<file path="config.mk">
export PLATFORM = sky130hd
export DESIGN_NAME = ccm_top
export DESIGN_NICKNAME = d
export VERILOG_FILES = /design/src/ccm_pkg.sv /design/src/ccm_cfg_decode.sv /design/src/ccm_top.sv /design/src/ccm_way_engine.sv
export VERILOG_INCLUDE_DIRS = /design/src
export SDC_FILE = /design/constraint.sdc
export NUM_CORES = 1
export LEC_CHECK = 0
export ABC_AREA = 1
export BUFFER_PORTS_ARGS = -buffer_cell sky130_fd_sc_hd__clkbuf_2
export CORE_MARGIN = 5
export CORE_UTILIZATION = 38
export CTS_BUF_LIST = sky130_fd_sc_hd__clkbuf_8
export CTS_CLUSTER_DIAMETER = 40
export CTS_CLUSTER_SIZE = 16
export DETAILED_ROUTE_END_ITERATION = 8
export SLEW_MARGIN = 20
export SYNTH_ARGS = -nofsm -noshare
export SYNTH_HDL_FRONTEND = slang
export SYNTH_SLANG_ARGS = --single-unit
</file>
<file path="constraint.sdc">
create_clock -name CLK -period 2.5 [get_ports CLK]
set_input_delay 0.125 -clock CLK [delete_from_list [all_inputs] [get_ports CLK]]
set_output_delay 0.125 -clock CLK [all_outputs]
set_load 0.05 [all_outputs]
</file>
<file path="src/ccm_defines.svh">
`ifndef CCM_DEFINES_SVH
`define CCM_DEFINES_SVH

// Register subselect codes
`define CCM_SUB_AUX 4'h0
`define CCM_SUB_SYNC 4'h1
`define CCM_SUB_INV_PA 4'h2
`define CCM_SUB_CLN_IW 4'h3
`define CCM_SUB_CLN_PA 4'h4
`define CCM_SUB_CINV_IW 4'h5
`define CCM_SUB_CINV_PA 4'h6
`define CCM_SUB_INV_WAY 4'h7
`define CCM_SUB_CLN_WAY 4'h8
`define CCM_SUB_CINV_WAY 4'h9
`define CCM_SUB_INV_ALL 4'ha

// Auxiliary configuration layout
`define CCM_AUX_RESET 32'h0002_0fff
`define CCM_AUX_WMASK 32'h01ff_ffff
`define CCM_WSZ_HI 19
`define CCM_WSZ_LO 17
`define CCM_ASC_HI 16
`define CCM_ASC_LO 13
`define CCM_WRAP_BIT 12
`define CCM_DLAT_HI 11
`define CCM_DLAT_LO 9
`define CCM_TLAT_HI 8
`define CCM_TLAT_LO 6
`define CCM_WLAT_HI 5
`define CCM_WLAT_LO 3
`define CCM_RLAT_HI 2
`define CCM_RLAT_LO 0

// Way size and associativity decode
`define CCM_WSZ_16K 3'h0
`define CCM_WSZ_256K 3'h4
`define CCM_WSZ_MAX_CODE 3'h5
`define CCM_ASC_MAX 4'h8
`define CCM_MIN_IDX_BITS 4'h9

// Line address layout
`define CCM_WAY_MASK_ALL 8'hff
`define CCM_IDX_W 13
`define CCM_LINE_LSB 5

`endif

</file>
<file path="src/ccm_pkg.sv">
package ccm_pkg;

    typedef enum logic [2:0] {
        ST_IDLE = 3'b000,
        ST_SYNC = 3'b001,
        ST_BG = 3'b010,
        ST_LOOKUP = 3'b011,
        ST_WBACK = 3'b100,
        ST_UPDATE = 3'b101
    } ccm_state_e;

    typedef struct packed {
        logic line;
        logic by_way;
        logic by_pa;
        logic clean;
        logic inval;
    } ccm_op_s;

    typedef struct packed {
        logic by_pa;
        logic [31:0] addr;
    } ccm_lkp_s;

endpackage

</file>
<file path="src/ccm_cfg_decode.sv">
`timescale 1ns/10ps
`include "ccm_defines.svh"

module ccm_cfg_decode (
    input wire logic CLK,
    input wire logic RST_N,
    input wire logic [31:0] aux,
    output logic [2:0] wsz_sel,
    output logic [3:0] num_ways,
    output logic [3:0] idx_bits
);

    function automatic logic [2:0] wsz_dec(input logic [2:0] c);
        if (c == 3'h0)
            wsz_dec = `CCM_WSZ_16K;
        else if (c > `CCM_WSZ_MAX_CODE)
            wsz_dec = `CCM_WSZ_256K;
        else
            wsz_dec = c - 3'h1;
    endfunction

    function automatic logic [3:0] asc_dec(input logic [3:0] c);
        asc_dec = (c > `CCM_ASC_MAX) ? `CCM_ASC_MAX : c;
    endfunction

    assign wsz_sel = wsz_dec(aux[`CCM_WSZ_HI:`CCM_WSZ_LO]);
    assign num_ways = asc_dec(aux[`CCM_ASC_HI:`CCM_ASC_LO]);
    // 32-byte lines: 16KB way holds 512 sets
    assign idx_bits = `CCM_MIN_IDX_BITS + {1'b0, wsz_sel};
endmodule

</file>
<file path="src/ccm_top.sv">
`timescale 1ns/10ps
`include "ccm_defines.svh"

module ccm_top (
    input wire logic CLK,
    input wire logic RST_N,
    input wire logic REG_WR,
    input wire logic REG_RD,
    input wire logic [3:0] REG_SUB,
    input wire logic [31:0] REG_WDATA,
    output logic [31:0] REG_RDATA,
    output logic REG_STALL,
    output logic [2:0] DIRTY_RAM_LATENCY_OUT,
    output logic [2:0] TAG_RAM_LATENCY_OUT,
    output logic [2:0] DATA_RAM_WRITE_LATENCY_OUT,
    output logic [2:0] DATA_RAM_READ_LATENCY_OUT,
    output logic WRAP_TO_INCR,
    output logic [2:0] WAY_SIZE_SEL,
    output logic [3:0] NUM_WAYS,
    output logic [3:0] INDEX_BITS,
    output logic [7:0] ALLOC_LOCK,
    input wire logic STORE_BUFFER_EMPTY,
    input wire logic EVICTION_BUFFER_EMPTY,
    input wire logic WRITE_ALLOCATE_BUFFER_EMPTY,
    output logic SYNC_DRAIN,
    output logic LKP_REQ,
    output ccm_pkg::ccm_lkp_s LKP_CMD,
    input wire logic LKP_ACK,
    input wire logic LKP_VALID,
    input wire logic LKP_DIRTY,
    output logic WB_REQ,
    input wire logic WB_ACK,
    output logic UPD_STB,
    output logic UPD_CLR_VALID,
    output logic UPD_CLR_DIRTY
);

    ccm_pkg::ccm_state_e state_q;
    ccm_pkg::ccm_state_e state_d;
    ccm_pkg::ccm_op_s op_q;
    ccm_pkg::ccm_op_s req_op;
    ccm_pkg::ccm_lkp_s cmd_q;
    logic [31:0] aux_q;
    logic [31:0] rdata_q;
    logic valid_q;
    logic dirty_q;
    logic busy;
    logic maint_wr;
    logic accept;
    logic all_empty;
    logic eng_start;
    logic [7:0] eng_mask;
    logic eng_step;
    logic eng_busy;
    logic eng_pending;
    logic [7:0] eng_bits;
    logic [31:0] eng_addr;
    logic line_end;

    function automatic ccm_pkg::ccm_op_s op_dec(input logic [3:0] sub);
        ccm_pkg::ccm_op_s o;
        o = '0;
        case (sub)
            `CCM_SUB_INV_PA: o = '{1'b1, 1'b0, 1'b1, 1'b0, 1'b1};
            `CCM_SUB_CLN_IW: o = '{1'b1, 1'b0, 1'b0, 1'b1, 1'b0};
            `CCM_SUB_CLN_PA: o = '{1'b1, 1'b0, 1'b1, 1'b1, 1'b0};
            `CCM_SUB_CINV_IW: o = '{1'b1, 1'b0, 1'b0, 1'b1, 1'b1};
            `CCM_SUB_CINV_PA: o = '{1'b1, 1'b0, 1'b1, 1'b1, 1'b1};
            `CCM_SUB_INV_WAY: o = '{1'b0, 1'b1, 1'b0, 1'b0, 1'b1};
            `CCM_SUB_INV_ALL: o = '{1'b0, 1'b1, 1'b0, 1'b0, 1'b1};
            `CCM_SUB_CLN_WAY: o = '{1'b0, 1'b1, 1'b0, 1'b1, 1'b0};
            `CCM_SUB_CINV_WAY: o = '{1'b0, 1'b1, 1'b0, 1'b1, 1'b1};
            default: o = '0;
        endcase
        return o;
    endfunction

    function automatic logic is_way_sub(input logic [3:0] sub);
        return sub >= `CCM_SUB_INV_WAY && sub <= `CCM_SUB_INV_ALL;
    endfunction

    ////////////////////////////////////////////////////////////////
    // Configuration register
    always_ff @(posedge CLK or negedge RST_N)
    begin
        if (!RST_N)
            aux_q <= `CCM_AUX_RESET;
        else if (REG_WR && REG_SUB == `CCM_SUB_AUX)
            // Takes effect at once, even under a running walk
            aux_q <= REG_WDATA & `CCM_AUX_WMASK;
    end

    assign DIRTY_RAM_LATENCY_OUT = aux_q[`CCM_DLAT_HI:`CCM_DLAT_LO];
    assign TAG_RAM_LATENCY_OUT = aux_q[`CCM_TLAT_HI:`CCM_TLAT_LO];
    assign DATA_RAM_WRITE_LATENCY_OUT = aux_q[`CCM_WLAT_HI:`CCM_WLAT_LO];
    assign DATA_RAM_READ_LATENCY_OUT = aux_q[`CCM_RLAT_HI:`CCM_RLAT_LO];
    assign WRAP_TO_INCR = aux_q[`CCM_WRAP_BIT];

    ccm_cfg_decode u_dec (
        .CLK(CLK),
        .RST_N(RST_N),
        .aux(aux_q),
        .wsz_sel(WAY_SIZE_SEL),
        .num_ways(NUM_WAYS),
        .idx_bits(INDEX_BITS)
    );

    ////////////////////////////////////////////////////////////////
    // Read path
    always_ff @(posedge CLK or negedge RST_N)
    begin
        if (!RST_N)
            rdata_q <= 32'h0000_0000;
        else if (REG_RD)
        begin
            if (REG_SUB == `CCM_SUB_AUX)
                rdata_q <= aux_q;
            else if (is_way_sub(REG_SUB))
                rdata_q <= {24'h000000, eng_bits};
            else
                rdata_q <= 32'h0000_0000;
        end
    end

    assign REG_RDATA = rdata_q;

    ////////////////////////////////////////////////////////////////
    // Maintenance request decode
    assign busy = state_q != ccm_pkg::ST_IDLE;
    assign maint_wr = REG_WR && REG_SUB != `CCM_SUB_AUX && REG_SUB <= `CCM_SUB_INV_ALL;
    assign accept = maint_wr && !busy;
    assign req_op = op_dec(REG_SUB);
    assign eng_start = accept && req_op.by_way;
    assign eng_mask = (REG_SUB == `CCM_SUB_INV_ALL) ? `CCM_WAY_MASK_ALL
                                                    : REG_WDATA[7:0];
    assign all_empty = STORE_BUFFER_EMPTY && EVICTION_BUFFER_EMPTY
                       && WRITE_ALLOCATE_BUFFER_EMPTY;

    ccm_way_engine u_eng (
        .CLK(CLK),
        .RST_N(RST_N),
        .start(eng_start),
        .start_mask(eng_mask),
        .start_ways(NUM_WAYS),
        .start_idx_bits(INDEX_BITS),
        .step(eng_step),
        .busy(eng_busy),
        .pending(eng_pending),
        .way_bits(eng_bits),
        .addr(eng_addr)
    );

    // Lookups still hit busy ways; only allocation is barred
    assign ALLOC_LOCK = eng_bits;

    ////////////////////////////////////////////////////////////////
    // Operation sequencer
    always_comb
    begin
        state_d = state_q;
        line_end = 1'b0;
        case (state_q)
            ccm_pkg::ST_IDLE:
                if (accept)
                    state_d = ccm_pkg::ST_SYNC;
            ccm_pkg::ST_SYNC:
                // Linefills in flight are not waited for
                if (all_empty)
                begin
                    if (op_q.line)
                        state_d = ccm_pkg::ST_LOOKUP;
                    else if (op_q.by_way)
                        state_d = ccm_pkg::ST_BG;
                    else
                        state_d = ccm_pkg::ST_IDLE;
                end
            ccm_pkg::ST_BG:
                if (eng_pending)
                    state_d = ccm_pkg::ST_LOOKUP;
                else if (!eng_busy)
                    state_d = ccm_pkg::ST_IDLE;
            ccm_pkg::ST_LOOKUP:
                if (LKP_ACK)
                begin
                    if (!LKP_VALID)
                        line_end = 1'b1;
                    else if (op_q.clean && LKP_DIRTY)
                        state_d = ccm_pkg::ST_WBACK;
                    else if (op_q.inval)
                        state_d = ccm_pkg::ST_UPDATE;
                    else
                        line_end = 1'b1;
                end
            ccm_pkg::ST_WBACK:
                if (WB_ACK)
                    state_d = ccm_pkg::ST_UPDATE;
            ccm_pkg::ST_UPDATE:
                line_end = 1'b1;
            default:
                state_d = ccm_pkg::ST_IDLE;
        endcase
        if (line_end)
            state_d = op_q.by_way ? ccm_pkg::ST_BG : ccm_pkg::ST_IDLE;
    end

    assign eng_step = line_end && op_q.by_way;

    always_ff @(posedge CLK or negedge RST_N)
    begin
        if (!RST_N)
            state_q <= ccm_pkg::ST_IDLE;
        else
            state_q <= state_d;
    end

    always_ff @(posedge CLK or negedge RST_N)
    begin
        if (!RST_N)
            op_q <= '0;
        else if (accept)
            op_q <= req_op;
    end

    always_ff @(posedge CLK or negedge RST_N)
    begin
        if (!RST_N)
            cmd_q <= '0;
        else if (accept && req_op.line)
            cmd_q <= '{req_op.by_pa, REG_WDATA};
        else if (state_q == ccm_pkg::ST_BG && eng_pending)
            cmd_q <= '{1'b0, eng_addr};
    end

    always_ff @(posedge CLK or negedge RST_N)
    begin
        if (!RST_N)
        begin
            valid_q <= 1'b0;
            dirty_q <= 1'b0;
        end
        else if (state_q == ccm_pkg::ST_LOOKUP && LKP_ACK)
        begin
            valid_q <= LKP_VALID;
            dirty_q <= LKP_DIRTY;
        end
    end

    ////////////////////////////////////////////////////////////////
    // Outputs toward buffers and cache arrays
    assign SYNC_DRAIN = state_q == ccm_pkg::ST_SYNC;
    assign LKP_REQ = state_q == ccm_pkg::ST_LOOKUP;
    assign LKP_CMD = cmd_q;
    assign WB_REQ = state_q == ccm_pkg::ST_WBACK;
    assign UPD_STB = state_q == ccm_pkg::ST_UPDATE;
    assign UPD_CLR_VALID = op_q.inval;
    assign UPD_CLR_DIRTY = op_q.clean;
    // Way walks run without holding the requester
    assign REG_STALL = busy && !op_q.by_way;
endmodule

</file>
<file path="src/ccm_way_engine.sv">
`timescale 1ns/10ps
`include "ccm_defines.svh"

module ccm_way_engine (
    input wire logic CLK,
    input wire logic RST_N,
    input wire logic start,
    input wire logic [7:0] start_mask,
    input wire logic [3:0] start_ways,
    input wire logic [3:0] start_idx_bits,
    input wire logic step,
    output logic busy,
    output logic pending,
    output logic [7:0] way_bits,
    output logic [31:0] addr
);

    logic [7:0] bits_q;
    logic [3:0] nways_q;
    logic [3:0] ibits_q;
    logic [`CCM_IDX_W-1:0] idx_q;
    logic [2:0] cur;
    logic cur_ok;
    logic skip;
    logic [`CCM_IDX_W-1:0] last_idx;

    function automatic logic [2:0] lowest(input logic [7:0] b);
        lowest = 3'h0;
        for (int i = 7; i >= 0; i--)
        begin
            if (b[i])
                lowest = 3'(i);
        end
    endfunction

    assign cur = lowest(bits_q);
    assign cur_ok = {1'b0, cur} < nways_q;
    assign busy = |bits_q;
    assign pending = busy && cur_ok;
    // Ways beyond the configured associativity hold no lines
    assign skip = busy && !cur_ok;
    assign last_idx = ~(13'h1fff << ibits_q);
    assign way_bits = bits_q;
    assign addr = {cur, 11'h000, idx_q, 5'h00};

    ////////////////////////////////////////////////////////////////
    always_ff @(posedge CLK or negedge RST_N)
    begin
        if (!RST_N)
        begin
            nways_q <= 4'h0;
            ibits_q <= 4'h0;
        end
        else if (start)
        begin
            // Latched so an aux write cannot reshape a running walk
            nways_q <= start_ways;
            ibits_q <= start_idx_bits;
        end
    end

    always_ff @(posedge CLK or negedge RST_N)
    begin
        if (!RST_N)
        begin
            bits_q <= 8'h00;
            idx_q <= '0;
        end
        else if (start)
        begin
            bits_q <= start_mask;
            idx_q <= '0;
        end
        else if (skip || (step && idx_q == last_idx))
        begin
            bits_q[cur] <= 1'b0;
            idx_q <= '0;
        end
        else if (step)
            idx_q <= idx_q + 13'h1;
    end
endmodule
</file>
**Yosys cells after proc, flatten, opt, wreduce, memory -nomap -nowiden**

Memory sizes are Yosys's and may differ from the RTL's.
Index checks and enable logic that the tools add are counted.

- Bits in read-only memories: 80
- Register bits after elaboration: 126
- Output and inout bits: 104
- Word-level logic and storage cells: 115
- Memories: 1

Memories:

| memory | words | bits a word | rd ports | clocked after Yosys merged registers in | wr ports | line | RTL |
|---|---|---|---|---|---|---|---|
| (name not given) | 16 | 5 | 1 | 0 | 0 | ccm_top.sv:63 | `case (sub)` |

- Reductions and logical operators: 31
- Shifts and indexed selects: 1
- $add $sub $neg: 3
- Muxes and demuxes: 41
- $lt $le $gt $ge: 7
- Bitwise gates (word level): 3
- Equality and inequality tests: 15

Operators by type and width:

| kind | count |
|---|---|
| 2-to-1 mux 33 bit | 2 |
| 2-to-1 mux 3 bit | 20 |
| 2-to-1 mux 13 bit | 3 |
| 2-to-1 mux 32 bit | 1 |
| 2-to-1 mux 8 bit | 4 |
| case mux 3 bit (6 select lines) | 1 |
| logical AND 1 bit | 17 |
| adder 13 x 1 -> 13 bit (second input constant) | 1 |
| == test 13 bit | 1 |
| inverter 13 bit | 1 |
| << shifter 13 x 4 -> 13 bit (first input constant) | 1 |
| inequality test 3 x 1 -> 1 bit (second input constant) | 4 |
| AND 8 bit | 1 |
| inverter 8 bit | 1 |
| AND reduction 8 bit | 1 |
| OR reduction 8 bit | 1 |
| == test 3 x 2 -> 1 bit (second input constant) | 2 |
| == test 3 bit (second input constant) | 2 |
| logical NOT 3 bit | 2 |
| nonzero test 3 bit | 2 |
| 2-to-1 mux 1 bit | 5 |
| adder 4 x 3 -> 4 bit (first input constant) | 1 |
| == test 4 bit (second input constant) | 1 |
| >= comparator 4 x 3 -> 1 bit (second input constant) | 1 |
| 21 further kinds | 25 |

**Logic depth before layout (Yosys ltp)**

- Word-level depth: 16
- Mapped depth: 18
- Depth with buffers taken out: 18

**Cells and area by module**

From an unflattened synthesis, not the netlist that was laid out.

- Cell total of the unflattened synthesis: 810
- Area total of the unflattened synthesis: 7019.2 µm²

Modules (own cells, without submodules):

| module | cells each | seq. area each (µm²) | area an instance (µm²) | times used |
|---|---|---|---|---|
| ccm_top | 499 | 2268.4 | 4814.6 | 1 |
| ccm_way_engine | 276 | 725.7 | 1990.7 | 1 |
| ccm_cfg_decode | 35 | 0.0 | 214.0 | 1 |

**Worst setup path after synthesis**

Ideal clock, no wire load.

- Path kind: register -> register
- From: register aux_q[17]
- To: register u_eng.ibits_q[3]
- Path slack: -0.579 ns
- Period minus slack after synthesis: 3.079 ns
- Stages on the path, launching flop included: 8
- Library setup time: 0.132 ns
- Data required time: 2.368 ns
- Buffers on the path: 0
- Data arrival time: 2.947 ns
- Path through: dfstp_2 > inv_1 > ha_1 > ha_1 > a21oi_1 > nand3_1 > nand2_1 > o21ai_0

- Word-level cells in the longest chain between the ends: 4
- Elaborated cells between the ends (all ways): 6

RTL lines:

| what | line | RTL |
|---|---|---|
| from (decl) | ccm_top.sv:43 | `logic [31:0] aux_q;` |
| from (signal assigned) | ccm_top.sv:87 | `` aux_q <= `CCM_AUX_RESET; `` |
| from (signal assigned) | ccm_top.sv:90 | `` aux_q <= REG_WDATA & `CCM_AUX_WMASK; `` |
| subtractor 3 x 1 -> 3 bit / greater-than comparator 3 bit (equally long branches) | -- |  |
| 2-to-1 mux 3 bit | ccm_cfg_decode.sv:16 | `` else if (c > `CCM_WSZ_MAX_CODE) `` |
| 2-to-1 mux 3 bit * | ccm_cfg_decode.sv:14 | `if (c == 3'h0)` |
| via WAY_SIZE_SEL[2] | ccm_top.sv:18 | `output logic [2:0] WAY_SIZE_SEL,` |
| adder 4 x 3 -> 4 bit (no source line) * | -- |  |
| via INDEX_BITS[3] | ccm_top.sv:20 | `output logic [3:0] INDEX_BITS,` |
| to (signal assigned) | ccm_way_engine.sv:58 | `ibits_q <= start_idx_bits;` |
| to (decl) | ccm_way_engine.sv:20 | `logic [3:0] ibits_q;` |

Mark *: on every way through the listed nets, which the timed path passes. The rest lies on a longest branch.
A chain may end at the register's enable or synchronous reset.

**Worst setup path in the final report**

- From: register aux_q[17]
- To: output INDEX_BITS[3]

- Word-level cells in the longest chain between the ends: 4
- Elaborated cells between the ends (all ways): 6

RTL lines:

| what | line |
|---|---|
| subtractor 3 x 1 -> 3 bit / greater-than comparator 3 bit (equally long branches) | -- |
| 2-to-1 mux 3 bit | ccm_cfg_decode.sv:16 |
| 2-to-1 mux 3 bit * | ccm_cfg_decode.sv:14 |
| adder 4 x 3 -> 4 bit (no source line) * | -- |
| to (decl) | ccm_top.sv:20 |

Mark *: on every way between the ends. The rest lies on a longest branch, timed or not.

==> results.json <==
{
  "status": "finished clean",
  "die_h_um": 138,
  "hpwl_um": 12700,
  "antenna_found_initial": 0,
  "yosysUniqueCellTypes": 44,
  "cp_max_fo": 4,
  "cts_tree": "yes",
  "synth_top_area_share_pct": 42.4,
  "dp_slack_ps": 180,
  "rsz0062_at_grt": "no",
  "whs_ps": 29.7,
  "grt_max_degree": 51,
  "skew_ps": 12.5,
  "synth.area.mux_share_pct": 0,
  "netlist_area_um2": 6250,
  "synth_ff_type": "dfrtp_1",
  "drt_iter0_drc": 365,
  "fin_nets": 1015,
  "num_rows": 47,
  "synthAdderAreaFrac_pct": 1.60,
  "cts_buffer_depth": 2,
  "ys_seq_area_share_pct": 47.9,
  "ys_warn_count": 0,
  "initial_core_util_pct": 38.3,
  "worstReg2RegEnd": "u_eng.way_bits[0]",
  "synth_top_family_by_area": "simple AND/OR/NAND/NOR gates",
  "drive_gt1_share_pct": 26.8,
  "hold_end": "LKP_CMD[30]",
  "routed_wl_um": 17600,
  "drv_slew": 0,
  "clock_sinks": 119,
  "hold_viol": 0,
  "worst_pin_slew_ps": 908,
  "min_path_type": "input pin to flop",
  "r2r_cells": 13,
  "setup_viol": 0,
  "grt_pass1_wl_um": 29000,
  "syn-instance-count": 789,
  "synth_top_area_cell": "dfrtp_1",
  "drt.antenna.violating_nets": 0,
  "finalNonFillerCells": 1193,
  "cts.clk_slew.worst_paths_ps": 70,
  "cts_buffers": 17,
  "period_share_pct": 93.9,
  "port_buffers": 143,
  "p_leak_nw": 4.08,
  "start_kind": "flop",
  "slew_headroom_pct": 39.4,
  "hp-start": "REG_WDATA[30]",
  "vias": 5594,
  "syn_avg_cell_area_um2": 7.93,
  "cp-end-kind": "primary output",
  "worstPathRequired_ps": 2380,
  "h-tree-depth": 4,
  "fp.dieW_um": 138,
  "synth-simple-area-share_pct": 25.7,
  "synth_xor_area_share_pct": 1.12,
  "wl_per_cell_um": 14.8,
  "routed_via_density": 4.69,
  "fin_ws_ps": 152,
  "placedCellCount": 1126,
  "power.density_nw_per_um2": 1170,
  "r2r_start": "u_eng.way_bits[4]",
  "worstSkewPairLatency_ps": 440,
  "async_reset_ff_share_pct": 100,
  "peakVddDrop_v": 0.000626,
  "grt_pass1_vias": 5404,
  "grtUsageTotal_pct": 18.7,
  "synth-edff-count": 0,
  "diodes": 0,
  "ys_top_cells_by_area": "dfrtp_1 42%, nand2_1 13%, o21ai_0 6.5%",
  "drtPass1Iterations": 5,
  "crit_arrival_ps": 2220,
  "fmax_ghz": 0.426,
  "clockRootBuffer": "clkbuf_8",
  "gp_congestion": 0.890,
  "period_needed_ps": 2350,
  "crit_type": "flop to primary output",
  "synth_compound_area_share_pct": 12.1,
  "hold_path_depth": 5,
  "dieArea_um2": 19100,
  "rrSetupSlack_ps": 220,
  "maxCapViolCount": 0,
  "drc": 0,
  "io_pins": 151,
  "synth.ff_latch_count": 119,
  "coreArea_um2": 16300,
  "area_delta_synth_final_pct": 26.5,
  "grt.overflow.total": 0
}
## synth_stat cells, types with 2 or more instances
cell type	n
inv_1	101
buf_6	4
nor3_1	12
dfrtp_1	106
nand2_4	2
nand2_1	212
nor4_1	3
clkbuf_1	14
inv_2	10
o21ai_1	16
o21ai_0	81
nor2_1	46
nand4_1	3
nand2_2	9
nor2_2	5
ha_1	8
o22ai_1	2
a21oi_1	16
nand3_1	46
xor2_1	8
buf_4	21
nand3_2	2
nand4_2	2
nor3_2	7
dfstp_2	13
o21ai_2	6
buf_2	4
nor2_4	3
a31oi_1	11
buf_1	2
## registers in the layout, summed over array words and instances (netlist names)
signal	flops
LKP_CMD	33
REG_RDATA	25
aux_q	25
u_eng.idx_q	13
u_eng.way_bits	8
u_eng.ibits_q	4
u_eng.nways_q	4
state_q	3
op_q	2
UPD_CLR_DIRTY	1
UPD_CLR_VALID	1
## cell type report
class                      count  area, µm²
clock buffer                  19        262
clock inverter                13        179
fill                        1627       8440
inverter                     113        434
multi-input combinational    517       2580
sequential                   119       2990
tap                          220        275
timing repair buffer         192       1180
## where the power goes
group          internal, W  switching (W)
Combinational      0.00117        0.00334
Sequential         0.00242       0.000399
Clock              0.00113       0.000801
## critical path, stage by stage, from the launching register on
cell,delay [ps]
dfstp_2,570
inv_1,80
ha_1,200
ha_1,290
a21oi_2,250
nand3_1,150
buf_2,240
## routing by layer
| layer | GRT usage [%] | part of all wire, % | up-vias |
|---|---|---|---|
| met1 | 25.3 | 46 | 2593 |
| met3 | 5.21 | 6.0 | 18 |
| met2 | 29.0 | 46 | 151 |
| li1 | - | - | 2832 |
| met5 | 0 | 0 | - |
| met4 | 6.50 | 1.8 | 0 |
## stage by stage
stage	total power (W)	util (%)	instance area (µm²)	TNS [ps]
3_3_place_gp	0.00723	43.5	7110	0
6_report	0.00926	48.4	7910	0
2_1_floorplan	0.00625	-	6300	-157
5_1_grt	0.00986	48.4	7910	0
3_5_place_dp	0.00726	43.5	7110	0
4_1_cts	0.00926	48.1	7870	0
## cell usage in the layout, fill, tap and decap left out, types with 11 or more instances in the layout
master and count:
clkbuf_2 140, clkbuf_8 19, dfstp_2 13, o21ai_0 81, a31oi_1 11, buf_4 17
dfrtp_1 106, inv_1 101, nand2_1 212, a21oi_1 15, nor2_1 45, dlygate4sd3_1 32
nand3_1 45, o21ai_1 16, nor3_1 12
## repair_timing
| item | in CTS | in global routing |
|---|---|---|
| buffers inserted | 0 | 3 |
| setup endpoints to repair | 0 | 31 |
| hold buffers | 32 | 0 |
| endpoints found under the hold margin | 103 | 0 |
| resized for setup | 0 | 8 |
## cells by family after synthesis
| family | Yosys count |
|---|---|
| XOR/XNOR | 8 |
| AO/OA/AOI/OAI | 139 |
| flip-flops | 119 |
| AND/OR/NAND/NOR | 355 |
| adder cells (fa/ha/maj) | 8 |
| buffers and inverters | 159 |
| other | 1 |
## worst max-delay path by stage
stage,startpoint,end,slack [ps],cells past startpoint
final,aux_q[17],INDEX_BITS[3],150,6
after global routing,aux_q[17],INDEX_BITS[2],8,8
after CTS,aux_q[17],INDEX_BITS[2],7,8
after detailed placement,u_eng.way_bits[4],LKP_CMD[0],180,14
after global placement,u_eng.way_bits[4],u_eng.way_bits[2],190,14
after floorplan,aux_q[17],u_eng.ibits_q[3],-160,7
No activity file was read; power rests on OpenSTA's default activity.
